**config.mk**
```make
export PLATFORM = sky130hd
export DESIGN_NAME = bus_interface_unit
export DESIGN_NICKNAME = d
export VERILOG_FILES = /design/src/rtl/cpu_biu_pkg.sv /design/src/rtl/bus_interface_unit.sv
export SDC_FILE = /design/constraint.sdc
export NUM_CORES = 1
export LEC_CHECK = 0
export BUFFER_PORTS_ARGS = -buffer_cell sky130_fd_sc_hd__buf_4
export CORE_MARGIN = 2
export CORE_UTILIZATION = 40
export CTS_BUF_LIST = sky130_fd_sc_hd__clkbuf_4 sky130_fd_sc_hd__clkbuf_8
export CTS_CLUSTER_DIAMETER = 100
export DETAILED_ROUTE_END_ITERATION = 10
export GPL_TIMING_DRIVEN = 0
export MAX_ROUTING_LAYER = met4
export PLACE_DENSITY = 0.62
export SLEW_MARGIN = 0
export SYNTH_ARGS = -nofsm -noshare
export SYNTH_HDL_FRONTEND = slang
export SYNTH_SLANG_ARGS = --single-unit
```
**constraint.sdc**
```tcl
create_clock -name clk_i -period 3.5 [get_ports clk_i]
set_input_delay 0.35 -clock clk_i [delete_from_list [all_inputs] [get_ports clk_i]]
set_output_delay 0.35 -clock clk_i [all_outputs]
set_load 0.02 [all_outputs]
```
**src/rtl/cpu_biu_pkg.sv**
```systemverilog
`default_nettype none

package cpu_biu_pkg;

    // ----------------------------------------
    // address formation
    // ----------------------------------------
    localparam int ADDR_W = 20;
    localparam int OFF_W = 16;
    localparam int SEG_SHIFT = 4;
    localparam int BYTE_W = 8;

    // ----------------------------------------
    // variant shape
    // ----------------------------------------
    localparam int WIDE_DATA_W = 16;
    localparam int NARROW_DATA_W = 8;
    localparam int WIDE_QUEUE_BYTES = 6;
    localparam int NARROW_QUEUE_BYTES = 4;
    localparam int WIDE_FETCH_FREE = 2;
    localparam int NARROW_FETCH_FREE = 1;
    localparam int RESP_DEPTH = 2;

    // ----------------------------------------
    // segment register selectors and reset values
    // ----------------------------------------
    localparam logic [1:0] SEG_EXTRA = 2'h0;
    localparam logic [1:0] SEG_STACK = 2'h1;
    localparam logic [1:0] SEG_CODE = 2'h2;
    localparam logic [1:0] SEG_DATA = 2'h3;
    localparam logic [15:0] SEG_RESET = 16'h0000;
    localparam logic [15:0] IP_RESET = 16'h0000;

    // ----------------------------------------
    // bus cycle states: T1..T4 with waits between T3 and T4
    // ----------------------------------------
    typedef enum logic [2:0] {
        T_IDLE  = 3'b000,
        T_ONE   = 3'b001,
        T_TWO   = 3'b010,
        T_THREE = 3'b011,
        T_WAIT  = 3'b100,
        T_FOUR  = 3'b101
    } bus_state_type;

    // ----------------------------------------
    // maximum-mode cycle status codes
    // ----------------------------------------
    localparam logic [2:0] STAT_IO_READ = 3'h1;
    localparam logic [2:0] STAT_IO_WRITE = 3'h2;
    localparam logic [2:0] STAT_CODE = 3'h4;
    localparam logic [2:0] STAT_MEM_READ = 3'h5;
    localparam logic [2:0] STAT_MEM_WRITE = 3'h6;
    localparam logic [2:0] STAT_PASSIVE = 3'h7;

    // ----------------------------------------
    // queue status codes
    // ----------------------------------------
    localparam logic [1:0] QST_NONE = 2'h0;
    localparam logic [1:0] QST_TAKEN = 2'h1;
    localparam logic [1:0] QST_FLUSH = 2'h2;

endpackage

`default_nettype wire

```
**src/rtl/bus_interface_unit.sv**
```systemverilog
// Functional notes
// - physical addresses are 20 bits wide, one megabyte, in both variants.
// - external data path is 16 bits wide variant, 8 bits narrow.
// - prefetch queue holds six bytes wide, four bytes narrow.
// - address and data share the same pins at different times.
// - strap high selects minimum mode; device generates bus controls.
// - maximum mode stops driving minimum-mode controls; external controller commands.
// - minimum-mode pin set applies while strap is at supply level.
// - execution unit takes bytes from queue head, stalls when empty.
// - execution unit memory and I/O accesses go through bus requests.
// - dedicated adder forms addresses; unit holds segments and instruction pointer.
// - wide fetch starts when two bytes free and no request pending.
// - narrow fetch starts as soon as one queue byte is free.
// - a fetch loads two bytes wide from an even address, one byte from an odd address or narrow.
// - a running fetch cycle completes before a request is served.
// - every bus cycle lasts at least four states; address in first.
// - a jump discards the queue and restarts fetching at the target.
// - idle states are inserted when nothing needs the bus.
`default_nettype none

module bus_interface_unit #(
    parameter bit WIDE = 1'b1,
    parameter int DATA_W = WIDE ? cpu_biu_pkg::WIDE_DATA_W : cpu_biu_pkg::NARROW_DATA_W,
    parameter int QUEUE_BYTES = WIDE ? cpu_biu_pkg::WIDE_QUEUE_BYTES : cpu_biu_pkg::NARROW_QUEUE_BYTES
) (
    // clock and reset
    input wire logic clk_i,
    input wire logic rst_n_i,
    // strap and wait control pins
    input wire logic mode_strap_i,
    input wire logic ready_i,
    // segment register writes and jumps from the execution unit
    input wire logic seg_wr_i,
    input wire logic [1:0] seg_wr_sel_i,
    input wire logic [15:0] seg_wr_data_i,
    input wire logic jump_i,
    input wire logic [15:0] jump_seg_i,
    input wire logic [15:0] jump_off_i,
    // code byte stream to the execution unit
    output logic code_valid_o,
    output logic [7:0] code_byte_o,
    input wire logic code_ready_i,
    // execution unit bus requests
    input wire logic eu_req_valid_i,
    output logic eu_req_ready_o,
    input wire logic eu_req_write_i,
    input wire logic eu_req_io_i,
    input wire logic eu_req_word_i,
    input wire logic [1:0] eu_req_seg_i,
    input wire logic [15:0] eu_req_off_i,
    input wire logic [15:0] eu_req_wdata_i,
    // read data back to the execution unit
    output logic eu_rsp_valid_o,
    output logic [15:0] eu_rsp_rdata_o,
    input wire logic eu_rsp_ready_i,
    // multiplexed bus pins
    input wire logic [DATA_W-1:0] muxed_addr_data_i,
    output logic [DATA_W-1:0] muxed_addr_data_o,
    output logic muxed_addr_data_oe_n_o,
    output logic [7:0] addr_mid_o,
    output logic [3:0] high_addr_status_o,
    output logic high_byte_enable_status_n_o,
    // minimum-mode controls
    output logic min_ctl_oe_n_o,
    output logic ale_o,
    output logic rd_n_o,
    output logic wr_n_o,
    output logic mem_io_o,
    output logic dt_r_o,
    output logic den_n_o,
    // maximum-mode status
    output logic [2:0] cycle_status_code_o,
    output logic [1:0] queue_state_out_o
);

    localparam int QPW = $clog2(QUEUE_BYTES);
    localparam int CW = $clog2(QUEUE_BYTES + 1);
    localparam logic [CW-1:0] QB = CW'(QUEUE_BYTES);
    localparam logic [CW-1:0] FETCH_FREE = WIDE ? CW'(cpu_biu_pkg::WIDE_FETCH_FREE)
                                                : CW'(cpu_biu_pkg::NARROW_FETCH_FREE);

    function automatic logic [cpu_biu_pkg::ADDR_W-1:0] phys_addr(input logic [15:0] seg, input logic [15:0] off);
        phys_addr = {seg, 4'h0} + {4'h0, off};
    endfunction

    function automatic logic [QPW-1:0] ptr_inc(input logic [QPW-1:0] p);
        ptr_inc = (p == QPW'(QUEUE_BYTES - 1)) ? '0 : p + 1'b1;
    endfunction

    // ----------------------------------------
    // pin synchronisers
    // ----------------------------------------
    logic [2:0] mode_sync_q;
    logic [2:0] ready_sync_q;
    logic mode_min_q;
    logic ready_q;

    // strap sampled continuously, board holds it fixed
    always_ff @(posedge clk_i) begin
        if (!rst_n_i) begin
            // preset to the reset-time levels so no false change shows after release
            mode_sync_q <= 3'h7;
            ready_sync_q <= 3'h7;
            mode_min_q <= 1'b1;
            ready_q <= 1'b1;
        end else begin
            mode_sync_q <= {mode_sync_q[1:0], mode_strap_i};
            ready_sync_q <= {ready_sync_q[1:0], ready_i};
            if (mode_sync_q[1] == mode_sync_q[2]) begin
                mode_min_q <= mode_sync_q[2];
            end
            if (ready_sync_q[1] == ready_sync_q[2]) begin
                ready_q <= ready_sync_q[2];
            end
        end
    end

    // ----------------------------------------
    // state and declarations
    // ----------------------------------------
    cpu_biu_pkg::bus_state_type state_q;
    cpu_biu_pkg::bus_state_type state_d;
    logic [15:0] seg_q [4];
    logic [15:0] fetch_ip_q;
    logic [7:0] queue_q [QUEUE_BYTES];
    logic [QPW-1:0] q_wp_q;
    logic [QPW-1:0] q_rp_q;
    logic [CW-1:0] q_count_q;
    logic [CW-1:0] q_count_d;
    logic flush_q;
    logic cyc_fetch_q;
    logic cyc_write_q;
    logic cyc_io_q;
    logic cyc_both_q;
    logic [1:0] cyc_seg_q;
    logic [cpu_biu_pkg::ADDR_W-1:0] cyc_addr_q;
    logic [15:0] cyc_wdata_q;
    logic part_q;
    logic [7:0] rdata_lo_q;
    logic [1:0] qs_q;
    logic [15:0] rsp_q [cpu_biu_pkg::RESP_DEPTH];
    logic rsp_wp_q;
    logic rsp_rp_q;
    logic [1:0] rsp_count_q;

    logic boundary;
    logic eu_split;
    logic part_now;
    logic eu_done;
    logic start_eu;
    logic start_fetch;
    logic q_push;
    logic q_pop;
    logic rsp_push;
    logic rsp_pop;
    logic fetch_two;
    logic [15:0] eu_off;
    logic [cpu_biu_pkg::ADDR_W-1:0] eu_addr;
    logic [15:0] bus_in16;
    logic [7:0] lane_byte;
    logic [15:0] rsp_data;
    logic [15:0] eu_wdata_lanes;
    logic [CW-1:0] push_n;

    // ----------------------------------------
    // request arbitration
    // ----------------------------------------
    // 16-bit view of the data pins; narrow repeats its byte
    assign bus_in16 = {muxed_addr_data_i[DATA_W-1 -: 8], muxed_addr_data_i[7:0]};
    assign lane_byte = (WIDE && cyc_addr_q[0]) ? bus_in16[15:8] : bus_in16[7:0];

    // new cycles only start from idle or after T4
    assign boundary = (state_q == cpu_biu_pkg::T_IDLE) || (state_q == cpu_biu_pkg::T_FOUR);
    // words that straddle lanes, or any word on the narrow bus, take two byte cycles
    assign eu_split = eu_req_word_i && (!WIDE || eu_req_off_i[0]);
    assign eu_done = (state_q == cpu_biu_pkg::T_FOUR) && !cyc_fetch_q && (!eu_split || part_q);
    assign part_now = (state_q == cpu_biu_pkg::T_FOUR) && !cyc_fetch_q && eu_split && !part_q ? 1'b1 : part_q;
    assign eu_off = eu_req_off_i + {15'h0000, part_now};
    // dedicated adder on the requested segment register
    assign eu_addr = phys_addr(seg_q[eu_req_seg_i], eu_off);
    assign fetch_two = WIDE && !fetch_ip_q[0];

    // execution unit accesses only through this handshake
    assign eu_req_ready_o = eu_done;

    // arbitration only at cycle boundaries, so a fetch always finishes
    always_comb begin
        // the request completing at this edge still shows valid and must not run again
        start_eu = boundary && eu_req_valid_i && !eu_done && (eu_req_write_i || rsp_count_q != 2'h2);
        start_fetch = boundary && !start_eu && !jump_i && ((QB - q_count_d) >= FETCH_FREE);
        // no wide fetch while a request waits
        if (WIDE && eu_req_valid_i) begin
            start_fetch = 1'b0;
        end
    end

    // idle when nothing wants the bus
    always_comb begin
        case (state_q)
            cpu_biu_pkg::T_IDLE: state_d = (start_eu || start_fetch) ? cpu_biu_pkg::T_ONE : cpu_biu_pkg::T_IDLE;
            cpu_biu_pkg::T_ONE: state_d = cpu_biu_pkg::T_TWO;
            cpu_biu_pkg::T_TWO: state_d = cpu_biu_pkg::T_THREE;
            cpu_biu_pkg::T_THREE: state_d = ready_q ? cpu_biu_pkg::T_FOUR : cpu_biu_pkg::T_WAIT;
            cpu_biu_pkg::T_WAIT: state_d = ready_q ? cpu_biu_pkg::T_FOUR : cpu_biu_pkg::T_WAIT;
            cpu_biu_pkg::T_FOUR: state_d = (start_eu || start_fetch) ? cpu_biu_pkg::T_ONE : cpu_biu_pkg::T_IDLE;
            default: state_d = cpu_biu_pkg::T_IDLE;
        endcase
    end

    always_ff @(posedge clk_i) begin
        if (!rst_n_i) begin
            state_q <= cpu_biu_pkg::T_IDLE;
        end else begin
            state_q <= state_d;
        end
    end

    // ----------------------------------------
    // cycle latch
    // ----------------------------------------
    always_comb begin
        eu_wdata_lanes = eu_req_wdata_i;
        if (part_now) begin
            eu_wdata_lanes = {eu_req_wdata_i[15:8], eu_req_wdata_i[15:8]};
        end else if (eu_split || !eu_req_word_i) begin
            eu_wdata_lanes = {eu_req_wdata_i[7:0], eu_req_wdata_i[7:0]};
        end
    end

    always_ff @(posedge clk_i) begin
        if (!rst_n_i) begin
            cyc_fetch_q <= 1'b0;
            cyc_write_q <= 1'b0;
            cyc_io_q <= 1'b0;
            cyc_both_q <= 1'b0;
            cyc_seg_q <= cpu_biu_pkg::SEG_CODE;
            cyc_addr_q <= '0;
            cyc_wdata_q <= 16'h0000;
        end else if (start_eu) begin
            cyc_fetch_q <= 1'b0;
            cyc_write_q <= eu_req_write_i;
            cyc_io_q <= eu_req_io_i;
            cyc_both_q <= WIDE && eu_req_word_i && !eu_split;
            cyc_seg_q <= eu_req_seg_i;
            cyc_addr_q <= eu_addr;
            cyc_wdata_q <= eu_wdata_lanes;
        end else if (start_fetch) begin
            cyc_fetch_q <= 1'b1;
            cyc_write_q <= 1'b0;
            cyc_io_q <= 1'b0;
            cyc_both_q <= fetch_two;
            cyc_seg_q <= cpu_biu_pkg::SEG_CODE;
            // fetch address on the same 20-bit adder
            cyc_addr_q <= phys_addr(seg_q[cpu_biu_pkg::SEG_CODE], fetch_ip_q);
        end
    end

    // ----------------------------------------
    // segment registers and instruction pointer
    // ----------------------------------------
    // segments and fetch pointer live here
    always_ff @(posedge clk_i) begin
        if (!rst_n_i) begin
            seg_q <= '{default: cpu_biu_pkg::SEG_RESET};
            fetch_ip_q <= cpu_biu_pkg::IP_RESET;
        end else begin
            if (seg_wr_i) begin
                seg_q[seg_wr_sel_i] <= seg_wr_data_i;
            end
            // restart fetching at the jump target
            if (jump_i) begin
                seg_q[cpu_biu_pkg::SEG_CODE] <= jump_seg_i;
                fetch_ip_q <= jump_off_i;
            end else if (start_fetch) begin
                fetch_ip_q <= fetch_ip_q + (fetch_two ? 16'h0002 : 16'h0001);
            end
        end
    end

    // ----------------------------------------
    // prefetch queue
    // ----------------------------------------
    // a fetch already on the bus when the jump lands is dropped
    always_ff @(posedge clk_i) begin
        if (!rst_n_i) begin
            flush_q <= 1'b0;
        end else if (jump_i && state_q != cpu_biu_pkg::T_IDLE && state_q != cpu_biu_pkg::T_FOUR) begin
            flush_q <= 1'b1;
        end else if (state_q == cpu_biu_pkg::T_FOUR) begin
            flush_q <= 1'b0;
        end
    end

    assign q_push = (state_q == cpu_biu_pkg::T_FOUR) && cyc_fetch_q && !flush_q && !jump_i;
    // head byte offered only when present; execution unit waits otherwise
    assign code_valid_o = (q_count_q != '0);
    assign code_byte_o = queue_q[q_rp_q];
    assign q_pop = code_ready_i && code_valid_o && !jump_i;
    // odd wide fetch carries only one byte
    assign push_n = q_push ? (cyc_both_q ? CW'(2) : CW'(1)) : '0;

    always_comb begin
        q_count_d = q_count_q + push_n - CW'(q_pop);
        if (jump_i) begin
            q_count_d = '0;
        end
    end

    // one storage byte per queue entry
    // first byte at the write pointer, the next one behind it
    for (genvar e = 0; e < QUEUE_BYTES; e++) begin : g_queue
        always_ff @(posedge clk_i) begin
            if (!rst_n_i) begin
                queue_q[e] <= 8'h00;
            end else if (q_push && q_wp_q == QPW'(e)) begin
                queue_q[e] <= lane_byte;
            end else if (q_push && cyc_both_q && ptr_inc(q_wp_q) == QPW'(e)) begin
                queue_q[e] <= bus_in16[15:8];
            end
        end
    end

    always_ff @(posedge clk_i) begin
        if (!rst_n_i || jump_i) begin
            q_wp_q <= '0;
            q_rp_q <= '0;
            q_count_q <= '0;
        end else begin
            q_count_q <= q_count_d;
            if (q_pop) begin
                q_rp_q <= ptr_inc(q_rp_q);
            end
            if (q_push) begin
                q_wp_q <= cyc_both_q ? ptr_inc(ptr_inc(q_wp_q)) : ptr_inc(q_wp_q);
            end
        end
    end

    always_ff @(posedge clk_i) begin
        if (!rst_n_i) begin
            qs_q <= cpu_biu_pkg::QST_NONE;
        end else if (jump_i) begin
            qs_q <= cpu_biu_pkg::QST_FLUSH;
        end else begin
            qs_q <= q_pop ? cpu_biu_pkg::QST_TAKEN : cpu_biu_pkg::QST_NONE;
        end
    end

    // ----------------------------------------
    // execution-unit read data and its two-entry buffer
    // ----------------------------------------
    always_ff @(posedge clk_i) begin
        if (!rst_n_i) begin
            part_q <= 1'b0;
            rdata_lo_q <= 8'h00;
        end else if (state_q == cpu_biu_pkg::T_FOUR && !cyc_fetch_q) begin
            part_q <= eu_split && !part_q;
            if (!part_q) begin
                rdata_lo_q <= lane_byte;
            end
        end
    end

    always_comb begin
        rsp_data = {8'h00, lane_byte};
        if (part_q) begin
            rsp_data = {lane_byte, rdata_lo_q};
        end else if (cyc_both_q) begin
            rsp_data = bus_in16;
        end
    end

    // reads only start with a free slot, so a stalled consumer never loses a word
    assign rsp_push = eu_done && !cyc_write_q;
    assign rsp_pop = eu_rsp_valid_o && eu_rsp_ready_i;
    assign eu_rsp_valid_o = (rsp_count_q != 2'h0);
    assign eu_rsp_rdata_o = rsp_q[rsp_rp_q];

    always_ff @(posedge clk_i) begin
        if (!rst_n_i) begin
            rsp_q <= '{default: 16'h0000};
            rsp_wp_q <= 1'b0;
            rsp_rp_q <= 1'b0;
            rsp_count_q <= 2'h0;
        end else begin
            if (rsp_push) begin
                rsp_q[rsp_wp_q] <= rsp_data;
                rsp_wp_q <= !rsp_wp_q;
            end
            if (rsp_pop) begin
                rsp_rp_q <= !rsp_rp_q;
            end
            rsp_count_q <= rsp_count_q + {1'b0, rsp_push} - {1'b0, rsp_pop};
        end
    end

    // ----------------------------------------
    // pin drive
    // ----------------------------------------
    logic in_cycle;
    logic strobe_phase;
    assign in_cycle = (state_q != cpu_biu_pkg::T_IDLE);
    assign strobe_phase = (state_q == cpu_biu_pkg::T_TWO) || (state_q == cpu_biu_pkg::T_THREE)
                          || (state_q == cpu_biu_pkg::T_WAIT);

    // address in T1, then write data or float on the same pins
    assign muxed_addr_data_o = (state_q == cpu_biu_pkg::T_ONE) ? cyc_addr_q[DATA_W-1:0] : cyc_wdata_q[DATA_W-1:0];
    assign muxed_addr_data_oe_n_o = !((state_q == cpu_biu_pkg::T_ONE) || (in_cycle && cyc_write_q));
    assign addr_mid_o = cyc_addr_q[15:8];
    // top four address bits in T1, segment status afterwards
    assign high_addr_status_o = (state_q == cpu_biu_pkg::T_ONE) ? cyc_addr_q[19:16]
                                : (in_cycle ? {2'b00, cyc_seg_q} : 4'h0);
    assign high_byte_enable_status_n_o = !(WIDE && (state_q == cpu_biu_pkg::T_ONE) && (cyc_both_q || cyc_addr_q[0]));

    // minimum-mode controls active while the strap reads high
    // released in maximum mode for the external controller
    assign min_ctl_oe_n_o = !mode_min_q;
    assign ale_o = mode_min_q && (state_q == cpu_biu_pkg::T_ONE);
    assign rd_n_o = !(strobe_phase && !cyc_write_q);
    assign wr_n_o = !(strobe_phase && cyc_write_q);
    assign mem_io_o = !cyc_io_q;
    assign dt_r_o = cyc_write_q;
    assign den_n_o = !(in_cycle && state_q != cpu_biu_pkg::T_ONE);
    assign queue_state_out_o = qs_q;

    // status code lets the external controller form commands
    always_comb begin
        cycle_status_code_o = cpu_biu_pkg::STAT_PASSIVE;
        if (!mode_min_q && in_cycle && state_q != cpu_biu_pkg::T_FOUR) begin
            if (cyc_fetch_q) begin
                cycle_status_code_o = cpu_biu_pkg::STAT_CODE;
            end else if (cyc_io_q) begin
                cycle_status_code_o = cyc_write_q ? cpu_biu_pkg::STAT_IO_WRITE : cpu_biu_pkg::STAT_IO_READ;
            end else begin
                cycle_status_code_o = cyc_write_q ? cpu_biu_pkg::STAT_MEM_WRITE : cpu_biu_pkg::STAT_MEM_READ;
            end
        end
    end

endmodule

`default_nettype wire

```
==> results.tsv <==
stage	metric	value	unit
status	run_status	complete, but fails checks	
status	failed_checks	negative setup slack	
floorplanning	die_x	185	um
clock_tree	ctsLongestPathBuffers	3	
cells_and_area	fin_nets	1888	
synthesis	synth.yosys.warnings	0	
placement	dpl.hpwl	32.5	mm
sta	final.period_utilization	104	%
sta	grt_setup_unrepaired	true	
setup_path	slowest_stage_delay_cp	0.50	ns
detailed_routing	postRouteAntennaNets	0	
global_route	grt_antenna_before_repair	2	
setup_path	cp_cell_sequence	clkbuf_2, inv_1, nand2_4, ha_4, inv_2, ha_4, fa_1, nand2_2, ha_4, nor2b_4, a21o_1, buf_6, buf_12, buf_16, nand3_2, a31oi_1	
sta	setup_total_negative_slack	-1.79	ns
global_route	grt-ovfl-total	0	
setup_path	critPathRequiredTime	3.96	ns
detailed_routing	avgViaCountPerCell	5.56	
cells_and_area	area_growth	27.4	%
detailed_routing	post-route-drc-count	0	
global_route	grt_util_met2	45.0	%
placement	routabilityCongestion	0.910	
cells_and_area	layout-drive-gt1-share	25.7	%
synthesis	synth.cells.most_frequent	sky130_fd_sc_hd__nand2_1, sky130_fd_sc_hd__dfxtp_1, sky130_fd_sc_hd__nor2_1	
sta	fmax	0.276	GHz
setup_path	r2r-start	cyc_both_q$_SDFFE_PN0P_	
synthesis	synth_area_per_cell	8.78	sq um
floorplanning	row_count	66	
floorplanning	dieArea	0.0342	sq mm
synthesis	synth_top_area_cell	sky130_fd_sc_hd__dfxtp_1	
setup_path	timing.critical_path.buf_inv	6	
synthesis	synthCells	1491	
global_route	use_met1	31.5	%
synthesis	ys_async_sr_fraction	0	%
floorplanning	initial_standard_cell_utilization_of_the_core	40.4	%
setup_path	worst-r2r-setup-slack	-0.12	ns
placement	place_area	0.0150	sq mm
setup_path	rr_endpoint	cyc_addr_q[14]$_SDFFE_PN0P_	
power	worst_ir_drop_vdd	308	uV
synthesis	ys_seq_area_share	40.5	%
global_route	groute.usage.overall	26.1	%
run	max_cap_viol_count	0	
setup_path	cp-end-kind	register	
clock_tree	register_clock_pin_slew_on_the_reported_worst_setup_and_hold_paths	0.06	ns
cells_and_area	finish.utilization	51.5	%
sta	transition_time_at_the_pin_with_the_least_slew_margin	1.38	ns
synthesis	ys_ff_latch	241	
synthesis	synth.net_count	1644	
synthesis	synth_area	0.0131	sq mm
sta	finalWorstSetupSlack	-0.125	ns
setup_path	worst_path_arrival_time	4.09	ns
floorplanning	ioPinCount	181	
setup_path	cpLargestDelayFamily	adder cells	
detailed_routing	detail_route.first_pass.iterations	5	
detailed_routing	drt-initial-drc-count	841	
clock_tree	h_tree_level_count	2	
sta	setup_viol_count_final	27	
setup_path	critPathLaunchType	register	
placement	detailedPlace.worstSlack	-0.670	ns
setup_path	critical_path.most_common_cell	sky130_fd_sc_hd__ha_4	
global_route	grt_pass1_wl	66.6	mm
synthesis	synthDominantCellAreaShare	29.5	%
sta	drv_slew	0	
placement	port-buffer-count	170	
sta	whs	0.0230	ns
floorplanning	core	0.0324	sq mm
clock_tree	cts-root-buf	sky130_fd_sc_hd__clkbuf_8	
sta	timing.max_slew.rel_slack	7.10	%
clock_tree	cts-buffers-inserted	43	
setup_path	r2r_cells	16	
setup_path	crit_path_top_delay_cell	sky130_fd_sc_hd__fa_1	
cells_and_area	nFillCells	3119	
cells_and_area	stdcell_area	0.0167	sq mm
global_route	grt_use_met3	3.48	%
setup_path	worst-setup-path-type	register to register	
power	powerDensity	524	mW/mm^2
global_route	grt_max_degree	13	
clock_tree	cts_sinks	241	
detailed_routing	vias	12300	
global_route	busiest_metal_layer_after_global_routing	met2	
detailed_routing	routed_wire_length_per_instance	20.1	um
min_path	whs_path_depth	3	
clock_tree	clock_latency	0.56	ns
floorplanning	floorplan.die.height	185	um
power	cellLeakagePower	6.48	nW
sta	timing.final.crit_period	3.62	ns
synthesis	synth_enable_flop_cells	48	
global_route	grt_pass1_vias	12000	
detailed_routing	finalWirelength	44.4	mm
clock_tree	cts_tree	yes	
sta	hold_viol_final	0	
min_path	hold-path-endpoint	seg_q[21]$_SDFFE_PN0P_	
min_path	hold_start	jump_seg_i[5]	
setup_path	timing.critical_path.fanout_max	12	
min_path	hold_crit_path_type	primary input to register	
synthesis	post_synth_main_area_contributors	sky130_fd_sc_hd__dfxtp_1, sky130_fd_sc_hd__edfxtp_1, sky130_fd_sc_hd__nand2_1	
synthesis	post_synth_num_cell_types	77	
synthesis	synthMostInstantiatedCell	sky130_fd_sc_hd__nand2_1	
synthesis	synth_top_flop_cell	sky130_fd_sc_hd__dfxtp_1	
sta	fin_skew	0.0198	ns
-- worst reg2reg max path, stage by stage (launching register included) --
cell and delay (ns):
sky130_fd_sc_hd__dfxtp_1 0.31, sky130_fd_sc_hd__clkbuf_2 0.25, sky130_fd_sc_hd__inv_1 0.44, sky130_fd_sc_hd__nand2_4 0.11, sky130_fd_sc_hd__ha_4 0.29, sky130_fd_sc_hd__inv_2 0.04
sky130_fd_sc_hd__ha_4 0.14, sky130_fd_sc_hd__fa_1 0.50, sky130_fd_sc_hd__nand2_2 0.09, sky130_fd_sc_hd__ha_4 0.29, sky130_fd_sc_hd__nor2b_4 0.20, sky130_fd_sc_hd__a21o_1 0.19
sky130_fd_sc_hd__buf_6 0.19, sky130_fd_sc_hd__buf_12 0.12, sky130_fd_sc_hd__buf_16 0.13, sky130_fd_sc_hd__nand3_2 0.08, sky130_fd_sc_hd__a31oi_1 0.19
-- metrics by stage --
stage,total power [mW],cells
floorplan,4.80,1491
global placement,5.70,2103
detailed placement,5.73,2103
CTS,8.63,2198
global route,9.13,2209
finish,8.75,2209
-- repair_timing --
item | 4_1_cts | 5_1_grt
setup buffers | 17 | 9
endpoints found under the setup margin | 43 | 52
gates cloned | 3 | 2
resized for setup | 59 | 59
pin swaps | 25 | 39
hold buffers | 2 | 0
endpoints found under the hold margin | 2 | 0
-- flip-flops by register name, summed over array words and instances, names as in the netlist, 8 cells and up, named ones only --
| name | count |
|---|---|
| seg_q | 64 |
| cyc_addr_q | 20 |
| fetch_ip_q | 16 |
| rsp_q | 32 |
| rdata_lo_q | 8 |
| queue_q | 48 |
| cyc_wdata_q | 16 |
-- cell usage in the layout (no fill, tap or decap), drive strengths merged, types with 14 or more instances in the layout --
master  synthesis  layout
nor2b          14      14
inv            31      31
a211oi         76      76
nand2         206     206
and3           17      17
a21oi         135     135
xnor2          34      34
nand4          14      14
o21ai          90      90
mux2           32      32
ha             38      38
mux2i          54      54
xor2           15      15
mux4           24      24
edfxtp         48      48
nor3           20      20
nand3          31      31
nor2          167     167
buf            33     230
clkbuf         77     137
nand2b         15      15
dfxtp         193     193
-- power by group --
group | switching (mW) | leakage (nW) | internal (mW) | total [mW]
Clock | 1.18 | 0.475 | 1.58 | 2.77
Sequential | 0.226 | 2.07 | 3.10 | 3.33
Combinational | 1.54 | 3.93 | 1.11 | 2.65
-- metal layers --
| layer | share of wire, % | vias to the layer above |
|---|---|---|
| li1 | - | 5847 |
| met1 | 42 | 5910 |
| met2 | 50 | 428 |
| met3 | 5.3 | 95 |
| met4 | 3.2 | 0 |
| met5 | 0 | - |
-- logic make-up (layout without fill, tap and decap cells) --
| group | after synthesis | in the layout | synth area share (%) |
|---|---|---|---|
| compound gates | 379 | 379 | 18.0 |
| other cells | 0 | 2 | 0 |
| xor+xnor | 50 | 50 | 3.51 |
| flops | 241 | 241 | 40.5 |
| mux | 110 | 110 | 11.0 |
| fa+ha+maj | 41 | 41 | 4.09 |
| buf+inv | 141 | 415 | 4.64 |
| simple gates | 529 | 529 | 18.3 |
-- worst max-delay path by stage --
stage	cells past startpoint	to	from	slack, ns
after global routing	17	cyc_addr_q[16]$_SDFFE_PN0P_	state_q[2]$_SDFF_PN0_	-0.29
after CTS	17	fetch_ip_q[6]$_SDFFE_PN0P_	state_q[1]$_SDFF_PN0_	-0.16
after floorplan	16	fetch_ip_q[13]$_SDFFE_PN0P_	state_q[1]$_SDFF_PN0_	-0.09
final	16	cyc_addr_q[14]$_SDFFE_PN0P_	cyc_both_q$_SDFFE_PN0P_	-0.12
after global placement	17	cyc_addr_q[18]$_SDFFE_PN0P_	cyc_fetch_q$_SDFFE_PP0P_	-0.71
after detailed placement	17	cyc_addr_q[18]$_SDFFE_PN0P_	cyc_fetch_q$_SDFFE_PP0P_	-0.67
-- layout make-up --
class	instances	area, sq um	area share [%]
clock buffers	61	783	4.69
flip-flops and latches	241	5320	31.9
multi-input cells	1109	7660	45.9
repair buffers	202	1590	9.52
clock inverters	14	116	0.697
plain buffers	107	547	3.28
diodes	2	5.00	0.0300
well taps	442	553	3.31
inverters	31	116	0.697
(Power assumes the default switching activity.)
